$ cat config.mk
export PLATFORM = sky130hd
export DESIGN_NAME = ddrpc_top
export DESIGN_NICKNAME = d
export VERILOG_FILES = /design/src/logic/ddrpc_pkg.sv /design/src/logic/ddrpc_bank.sv /design/src/logic/ddrpc_top.sv
export SDC_FILE = /design/constraint.sdc
export NUM_CORES = 1
export LEC_CHECK = 0
export BUFFER_PORTS_ARGS = -buffer_cell sky130_fd_sc_hd__buf_2
export CAP_MARGIN = 20
export CORE_MARGIN = 10
export CORE_UTILIZATION = 45
export CTS_CLUSTER_DIAMETER = 120
export DETAILED_ROUTE_END_ITERATION = 10
export PLACE_DENSITY = 0.74
export REMOVE_ABC_BUFFERS = 1
export SLEW_MARGIN = 20
export SYNTH_ARGS = -nofsm -noshare
export SYNTH_HDL_FRONTEND = slang
export SYNTH_SLANG_ARGS = --single-unit
$ cat constraint.sdc
create_clock -name clk_i -period 4.45 [get_ports clk_i]
set_clock_uncertainty 0.15 [all_clocks]
set_input_delay 0.2225 -clock clk_i [delete_from_list [all_inputs] [get_ports clk_i]]
set_output_delay 0.2225 -clock clk_i [all_outputs]
set_load 0.01 [all_outputs]
$ cat src/logic/ddrpc_pkg.sv
// Purpose: Shared constants for the bank precharge and auto-precharge timing block.
// Assumes: Four banks, one command clock at 250 MHz, Wishbone register access.
// Notes: Register offsets are byte addresses of 32-bit words.
package ddrpc_pkg;
  localparam int unsigned DDRPC_NBANK = 4;
  localparam int unsigned DDRPC_CLK_PS = 4000;
  // Analog times in picoseconds.
  localparam int unsigned DDRPC_TRTP_PS = 7500;
  localparam int unsigned DDRPC_TRP_PS = 15000;
  localparam int unsigned DDRPC_TRAS_PS = 45000;
  // Cycle counts, rounded up as least times.
  localparam int unsigned DDRPC_RTP_CYC = (DDRPC_TRTP_PS + DDRPC_CLK_PS - 1) / DDRPC_CLK_PS;
  localparam int unsigned DDRPC_RP_CYC = (DDRPC_TRP_PS + DDRPC_CLK_PS - 1) / DDRPC_CLK_PS;
  localparam int unsigned DDRPC_RAS_CYC = (DDRPC_TRAS_PS + DDRPC_CLK_PS - 1) / DDRPC_CLK_PS;
  localparam int unsigned DDRPC_CW = 8;
  // Least gap after the last prefetch before an internal precharge.
  localparam logic [7:0] DDRPC_PREF_GAP = 8'h02;
  localparam logic [7:0] DDRPC_BL8_PREF = 8'h02;
  // Command encodings on {ras_n, cas_n, we_n} with cs_n low.
  localparam logic [2:0] DDRPC_CMD_ACT = 3'h3;
  localparam logic [2:0] DDRPC_CMD_PRE = 3'h2;
  localparam logic [2:0] DDRPC_CMD_WR = 3'h4;
  localparam logic [2:0] DDRPC_CMD_RD = 3'h5;
  // Register map.
  localparam logic [3:0] DDRPC_REG_CFG = 4'h0;
  localparam logic [3:0] DDRPC_REG_STAT = 4'h4;
  localparam logic [3:0] DDRPC_REG_CNT = 4'h8;
  // Configuration fields: AL, CL, WR, burst length 8 flag.
  localparam int unsigned DDRPC_CFG_AL_LSB = 0;
  localparam int unsigned DDRPC_CFG_CL_LSB = 4;
  localparam int unsigned DDRPC_CFG_WR_LSB = 8;
  localparam int unsigned DDRPC_CFG_BL8_BIT = 12;
  localparam logic [31:0] DDRPC_CFG_RST = 32'h0000_0330;
  typedef enum logic [1:0] {
    DDRPC_B_IDLE = 2'b00,
    DDRPC_B_ACTIVE = 2'b01,
    DDRPC_B_APWAIT = 2'b10,
    DDRPC_B_PRECH = 2'b11
  } ddrpc_bank_e;
endpackage : ddrpc_pkg

$ cat src/logic/ddrpc_bank.sv
// Purpose: One bank's open, auto-precharge and precharge state.
// Assumes: Commands are decoded by the parent and arrive as one-cycle pulses.
// Notes: The row active counter saturates at its maximum; the down counters hold at zero.
`timescale 1ns/100ps
`default_nettype none
module ddrpc_bank
  import ddrpc_pkg::*;
#(
  parameter int unsigned CW = DDRPC_CW
)
(
  // Clock and reset.
  input wire logic clk_i,
  input wire logic rst_i,
  // Decoded commands for this bank.
  input wire logic act_i,
  input wire logic pre_i,
  input wire logic ap_rd_i,
  input wire logic ap_wr_i,
  // Configured latencies in cycles.
  input wire logic [CW-1:0] rd_sched_i,
  input wire logic [CW-1:0] rtp_gate_i,
  input wire logic [CW-1:0] wr_sched_i,
  // State.
  output logic open_o,
  output logic prech_o,
  output logic ap_start_o
);
  ddrpc_bank_e st_r, st_nxt;
  logic [CW-1:0] ras_r, ras_nxt;
  logic [CW-1:0] ap_r, ap_nxt;
  logic [CW-1:0] gate_r, gate_nxt;
  logic [CW-1:0] rp_r, rp_nxt;
  logic start_r, start_nxt;
  logic ras_ok;

  // Row active time measured from the last activate.
  assign ras_ok = (ras_r >= CW'(DDRPC_RAS_CYC));

  // Next state of the bank.
  always_comb
  begin
    st_nxt = st_r;
    ras_nxt = (ras_r == {CW{1'b1}}) ? ras_r : ras_r + 1'b1;
    ap_nxt = (ap_r == '0) ? ap_r : ap_r - 1'b1;
    gate_nxt = (gate_r == '0) ? gate_r : gate_r - 1'b1;
    rp_nxt = (rp_r == '0) ? rp_r : rp_r - 1'b1;
    start_nxt = 1'b0;
    if (pre_i)
    begin
      st_nxt = DDRPC_B_PRECH; // Latest precharge restarts the period.
      rp_nxt = CW'(DDRPC_RP_CYC);
    end
    else if (act_i)
    begin
      st_nxt = DDRPC_B_ACTIVE;
      ras_nxt = '0;
    end
    else if (ap_rd_i)
    begin
      st_nxt = DDRPC_B_APWAIT;
      ap_nxt = rd_sched_i; // Scheduled at AL plus BL/2.
      gate_nxt = rtp_gate_i; // Read to precharge floor.
    end
    else if (ap_wr_i)
    begin
      st_nxt = DDRPC_B_APWAIT;
      ap_nxt = wr_sched_i; // After burst end plus write recovery.
      gate_nxt = '0;
    end
    else
    begin
      case (st_r)
        DDRPC_B_APWAIT:
        begin
          // Start only once schedule, row active and read to precharge are met.
          if (ap_r <= CW'(1) && gate_r <= CW'(1) && ras_ok)
          begin
            st_nxt = DDRPC_B_PRECH;
            rp_nxt = CW'(DDRPC_RP_CYC);
            start_nxt = 1'b1;
          end
        end
        DDRPC_B_PRECH:
        begin
          if (rp_r <= CW'(1))
          begin
            st_nxt = DDRPC_B_IDLE;
          end
        end
        default:
        begin
          st_nxt = st_r; // Plain reads and writes leave the bank open.
        end
      endcase
    end
  end

  // Bank state registers.
  always_ff @(posedge clk_i)
  begin
    if (rst_i)
    begin
      st_r <= DDRPC_B_IDLE;
      ras_r <= '0;
      ap_r <= '0;
      gate_r <= '0;
      rp_r <= '0;
      start_r <= 1'b0;
    end
    else
    begin
      st_r <= st_nxt;
      ras_r <= ras_nxt;
      ap_r <= ap_nxt;
      gate_r <= gate_nxt;
      rp_r <= rp_nxt;
      start_r <= start_nxt;
    end
  end

  assign open_o = (st_r == DDRPC_B_ACTIVE) || (st_r == DDRPC_B_APWAIT);
  assign prech_o = (st_r == DDRPC_B_PRECH);
  assign ap_start_o = start_r;
endmodule : ddrpc_bank
`default_nettype wire

$ cat src/logic/ddrpc_top.sv
// Purpose: Bank close logic of a four-bank DDR2 device on its command pins.
// Assumes: Command pins come from another clock domain and are synchronised.
// Notes: Timing that binds the controller is listed but not enforced here.
//
// Our own choices: the Wishbone register port and the register offsets.
`timescale 1ns/100ps
`default_nettype none
module ddrpc_top
  import ddrpc_pkg::*;
#(
  parameter int unsigned NBANK = DDRPC_NBANK
)
(
  // Clock and reset.
  input wire logic clk_i,
  input wire logic rst_i,
  // Command pins from the controller.
  input wire logic cs_n_i,
  input wire logic ras_n_i,
  input wire logic cas_n_i,
  input wire logic we_n_i,
  input wire logic a10_i,
  input wire logic [1:0] ba_i,
  // Wishbone slave.
  input wire logic wb_cyc_i,
  input wire logic wb_stb_i,
  input wire logic wb_we_i,
  input wire logic [3:0] wb_adr_i,
  input wire logic [3:0] wb_sel_i,
  input wire logic [31:0] wb_dat_i,
  output logic [31:0] wb_dat_o,
  output logic wb_ack_o,
  output logic wb_err_o,
  // Bank state.
  output logic [NBANK-1:0] bank_open_o,
  output logic [NBANK-1:0] bank_prech_o
);
  logic [6:0] pin_s1_r, pin_s2_r;
  logic [31:0] cfg_r, cfg_nxt;
  logic [31:0] dat_r, dat_nxt;
  logic ack_r, ack_nxt;
  logic err_r, err_nxt;
  logic [15:0] apcnt_r, apcnt_nxt;
  logic [NBANK-1:0] open_r, prech_r;
  logic [NBANK-1:0] open_w, prech_w, start_w;
  logic [NBANK-1:0] act_w, pre_w, aprd_w, apwr_w;
  logic [2:0] cmd_w;
  logic cmd_v, s_a10;
  logic [1:0] s_ba;
  logic [DDRPC_CW-1:0] al_w, cl_w, wr_w, half_w, rd_sched, rtp_gate, wr_sched, wl_w;

  // Two-stage synchroniser on the command pins.
  always_ff @(posedge clk_i)
  begin
    if (rst_i)
    begin
      pin_s1_r <= 7'h7F;
      pin_s2_r <= 7'h7F;
    end
    else
    begin
      pin_s1_r <= {cs_n_i, ras_n_i, cas_n_i, we_n_i, a10_i, ba_i};
      pin_s2_r <= pin_s1_r;
    end
  end

  assign cmd_v = ~pin_s2_r[6];
  assign cmd_w = pin_s2_r[5:3];
  assign s_a10 = pin_s2_r[2];
  assign s_ba = pin_s2_r[1:0];

  // Latency fields and derived schedules.
  assign al_w = DDRPC_CW'(cfg_r[DDRPC_CFG_AL_LSB +: 4]);
  assign cl_w = DDRPC_CW'(cfg_r[DDRPC_CFG_CL_LSB +: 4]);
  assign wr_w = DDRPC_CW'(cfg_r[DDRPC_CFG_WR_LSB +: 4]);
  assign half_w = cfg_r[DDRPC_CFG_BL8_BIT] ? DDRPC_CW'(4) : DDRPC_CW'(2);
  assign wl_w = al_w + cl_w - DDRPC_CW'(1);
  assign rd_sched = al_w + half_w;
  // Last prefetch at AL, or AL+2 for BL8; gate is that plus max(RTP, 2).
  assign rtp_gate = al_w + (cfg_r[DDRPC_CFG_BL8_BIT] ? DDRPC_BL8_PREF : 8'h00)
    + ((DDRPC_RTP_CYC > 2) ? DDRPC_CW'(DDRPC_RTP_CYC) : DDRPC_PREF_GAP);
  assign wr_sched = wl_w + half_w + wr_w;

  // Per-bank command decode.
  genvar gi;
  generate
    for (gi = 0; gi < NBANK; gi++)
    begin : g_bank
      logic sel;
      assign sel = (s_ba == 2'(gi));
      assign act_w[gi] = cmd_v && cmd_w == DDRPC_CMD_ACT && sel;
      assign pre_w[gi] = cmd_v && cmd_w == DDRPC_CMD_PRE && (s_a10 || sel);
      assign aprd_w[gi] = cmd_v && cmd_w == DDRPC_CMD_RD && s_a10 && sel;
      assign apwr_w[gi] = cmd_v && cmd_w == DDRPC_CMD_WR && s_a10 && sel;
      ddrpc_bank #(.CW(DDRPC_CW)) u_bank (
        .clk_i(clk_i),
        .rst_i(rst_i),
        .act_i(act_w[gi]),
        .pre_i(pre_w[gi]),
        .ap_rd_i(aprd_w[gi]),
        .ap_wr_i(apwr_w[gi]),
        .rd_sched_i(rd_sched),
        .rtp_gate_i(rtp_gate),
        .wr_sched_i(wr_sched),
        .open_o(open_w[gi]),
        .prech_o(prech_w[gi]),
        .ap_start_o(start_w[gi])
      );
    end
  endgenerate

  // Wishbone register access and auto-precharge start counter.
  always_comb
  begin
    cfg_nxt = cfg_r;
    dat_nxt = dat_r;
    ack_nxt = 1'b0;
    err_nxt = 1'b0;
    apcnt_nxt = apcnt_r + 16'(|start_w);
    if (wb_cyc_i && wb_stb_i && !ack_r && !err_r)
    begin
      dat_nxt = 32'h0000_0000;
      if (wb_adr_i == DDRPC_REG_CFG)
      begin
        ack_nxt = 1'b1;
        dat_nxt = cfg_r;
        if (wb_we_i)
        begin
          for (int i = 0; i < 4; i++)
          begin
            if (wb_sel_i[i])
            begin
              cfg_nxt[i*8 +: 8] = wb_dat_i[i*8 +: 8];
            end
          end
        end
      end
      else if (wb_adr_i == DDRPC_REG_STAT)
      begin
        ack_nxt = 1'b1;
        dat_nxt = {24'h00_0000, prech_r, open_r};
      end
      else if (wb_adr_i == DDRPC_REG_CNT)
      begin
        ack_nxt = 1'b1;
        dat_nxt = {16'h0000, apcnt_r};
        if (wb_we_i)
        begin
          apcnt_nxt = 16'(|start_w); // A start in the clearing cycle still counts.
        end
      end
      else
      begin
        err_nxt = 1'b1;
      end
    end
  end

  // Register updates.
  always_ff @(posedge clk_i)
  begin
    if (rst_i)
    begin
      cfg_r <= DDRPC_CFG_RST;
      dat_r <= 32'h0000_0000;
      ack_r <= 1'b0;
      err_r <= 1'b0;
      apcnt_r <= 16'h0000;
      open_r <= '0;
      prech_r <= '0;
    end
    else
    begin
      cfg_r <= cfg_nxt;
      dat_r <= dat_nxt;
      ack_r <= ack_nxt;
      err_r <= err_nxt;
      apcnt_r <= apcnt_nxt;
      open_r <= open_w;
      prech_r <= prech_w;
    end
  end

  assign wb_dat_o = dat_r;
  assign wb_ack_o = ack_r;
  assign wb_err_o = err_r;
  assign bank_open_o = open_r;
  assign bank_prech_o = prech_r;
endmodule : ddrpc_top
`default_nettype wire

==> flow_metrics.tcl <==
set metrics [dict create \
    first_pass_iters 5 \
    tritoncts "yes" \
    syn_avg_cell_area_um2 8.61 \
    htree_levels 1 \
    min_delay_path_depth 5 \
    gp_congestion 0.929 \
    die_h_um 184 \
    dp_worst_setup_slack_ns 0.538 \
    grt.overflow.total 0 \
    mostFrequentLayoutCells "244 x dfxtp_1, 197 x nor2_1, 120 x nand2_1" \
    clk_pin_slew_ns 0.07 \
    crit_type "flip-flop to flip-flop" \
    async_flop_share_pct 0 \
    synth-seq-area-share_pct 40.5 \
    antenna_cells 0 \
    final-hold-violation-count 0 \
    grt_pass1_wl_mm 49.9 \
    power_density_mw_per_mm2 568 \
    final.min_clock_period_ns 4.06 \
    rsz0062_at_grt "no" \
    finalWorstSetupSlack_ns 0.393 \
    fin_util_pct 54.3 \
    drtAntennaViolNets 0 \
    drc 0 \
    core_mm2 0.0262 \
    drv_slew 0 \
    dpl.hpwl_mm 21.9 \
    dr.first_iter.drc_count 845 \
    cp_data_arrival_time_ns 4.33 \
    ios 94 \
    reg2regPathDepth 13 \
    synth_edf_count 0 \
    die_w_um 184 \
    cts_num_sinks 244 \
    hp-class "input port to flip-flop" \
    io_buffers 93 \
    grt.total_usage_pct 17.6 \
    status "completed" \
    syn_area_mm2 0.0121 \
    clock_latency_ns 0.54 \
    finalSetupViolations 0 \
    avgViaCountPerCell 5.52 \
    multi_input_area_mm2 0.00669 \
    start_kind "flip-flop" \
    vias 10400 \
    max-vdd-ir-drop_uv 291 \
    synth-seq-cells 244 \
    grt_pass1_vias 9950 \
    final_common_cell "dfxtp_1" \
    yosysWarnings 0 \
    syn2layout_area_growth_pct 18.1 \
    cts_resized 0 \
    rows 59 \
    grt_max_degree 76 \
    slew_headroom_pct 28.3 \
    synth_cells 1401 \
    fmax_ghz 0.246 \
    drt-total-wl_mm 30.7 \
    synth_ff_type "dfxtp_1" \
    fin_crit_sh_pct 91.2 \
    cp.required_ns 4.72 \
    root_buffer "clkbuf_16" \
    cts_buffer_depth 3 \
    antenna_found_initial 0 \
    crit_fanout 10 \
    synth.distinct_cells 72 \
    nets 1649 \
    cp-end-kind "flip-flop" \
    p_leak_nw 5.87 \
    die_area_mm2 0.0337 \
    cts-buffers-inserted 27 \
    wl_per_cell_um 16.3 \
    drv_cap 0 \
    seqCellArea_mm2 0.00488 \
    worst_pin_slew_ns 1.07 \
    fillers 2308 \
    final_layout_size_suffix_gt1_share_pct 12.1 \
    start_util_pct 46.0 \
]
==> power breakdown <==
group	switching, mW	total [mW]	internal [mW]
Sequential	0.382	2.95	2.57
Clock	0.918	2.42	1.50
Combinational	1.41	2.71	1.30
Total	2.71	8.09	5.37
==> flip-flops by register name, indices dropped and copies added, names as in the netlist <==
name / count
g_bank.u_bank.ras_r: 32
bank_prech_o: 4
cfg_r: 32
g_bank.u_bank.ap_r: 32
wb_dat_o: 32
pin_s1_r: 7
bank_open_o: 4
wb_ack_o: 1
g_bank.u_bank.st_r: 8
g_bank.u_bank.ap_start_o: 4
apcnt_r: 16
wb_err_o: 1
pin_s2_r: 7
g_bank.u_bank.rp_r: 32
g_bank.u_bank.gate_r: 32
==> logic make-up (layout without fill, tap and decap cells) <==
kind of cell | after synthesis | after routing | share of synthesized area [%]
adders and majority gates | 69 | 69 | 7.47
AOI/OAI and AO/OA | 237 | 237 | 13.4
xor gates and xnor gates | 102 | 102 | 7.41
DFF | 244 | 244 | 40.5
buffers and inverters | 127 | 275 | 4.12
and+or+nand+nor | 592 | 592 | 24.6
muxes | 30 | 30 | 2.51
==> metal layers <==
| layer | routed length [um] | share of wire (%) | GRT usage [%] | vias up |
|---|---|---|---|---|
| li1 | - | - | - | 5155 |
| met5 | 0 | 0 | 0 | - |
| met4 | 798 | 2.6 | 5.38 | 0 |
| met3 | 2440 | 7.9 | 3.40 | 57 |
| met1 | 13700 | 45 | 22.8 | 4825 |
| met2 | 13700 | 45 | 29.1 | 358 |
==> cells in the mapped netlist (all sizes together), types with 5 or more instances <==
cell type    n  area share, %
xor2        37            2.7
nor2b       21            1.1
dfxtp      244             41
o2bb2ai      8           0.58
o22ai       19           0.99
o21a         5           0.31
or2         19           0.99
xnor2       65            4.7
o32ai        5           0.43
nor4        20            1.0
nand2      120            3.7
ha          64            6.6
a21o         5           0.31
a2111oi     10           0.73
a221oi       9           0.65
or3          9           0.51
fa           5           0.83
mux2i       28            2.3
nand4       13           0.67
and3        14           0.73
nor4b        7           0.63
a211oi      13           0.81
o21ai       24            1.0
a21boi       6           0.37
a21oi       59            2.4
o211ai       6           0.37
nor3        49            2.1
nand2b      16           0.83
buf         10           0.47
nand3b       6           0.37
inv         82            2.6
a31oi       14           0.73
nand3       53            2.3
or4         16            1.1
nor2       197            6.1
and2         6           0.35
a22oi       29            1.8
clkbuf      35            1.1
nor3b       10           0.62
==> critical path: stages (launching register included) <==
cell and delay (ns):
dfxtp_1 0.69, inv_1 0.14, ha_1 0.22, inv_1 0.05
ha_1 0.16, inv_1 0.06, fa_1 0.48, inv_1 0.05
fa_1 0.50, inv_1 0.07, fa_1 0.46, xnor2_1 0.48
nor2_1 0.07, a2111oi_0 0.35
==> path summary, 6_finish.rpt <==
path / startpoint / endpoint / slack, ns
setup / recovery: cfg_r[0] / g_bank[0].u_bank.ap_r[3] / 0.39
hold / removal: wb_stb_i / wb_dat_o[0] / 0.05
setup reg to reg: cfg_r[0] / g_bank[0].u_bank.ap_r[3] / 0.39
hold reg to reg: pin_s1_r[2] / pin_s2_r[2] / 0.26
==> stage by stage <==
step / std cells / TNS (ns) / area [um^2] / hold WS, ns / power [mW]
floorplan: 1356 / -51.15 / 11900 / 0.139 / 5.09
global placement: 1789 / 0 / 12800 / 0.245 / 5.55
detailed placement: 1789 / 0 / 12800 / 0.246 / 5.64
CTS: 1884 / 0 / 14200 / 0.0335 / 8.12
global route: 1884 / 0 / 14200 / 0.104 / 8.63
finish: 1884 / 0 / 14200 / 0.0466 / 8.09
==> cell type report <==
cell class                 count  area share, %
multi-input combinational   1030           47.0
sequential                   244           34.3
timing repair buffer         143           6.72
clock buffer                  36           5.41
tap                          335           2.94
inverter                      82           2.16
clock inverter                14           1.48
==> timing repair <==
| item | CTS | global route |
|---|---|---|
| hold buffers | 45 | 0 |
| setup buffers | 0 | 0 |
| endpoints found under the hold margin | 46 | 0 |
Note: power is estimated with default switching activity, not from simulation.
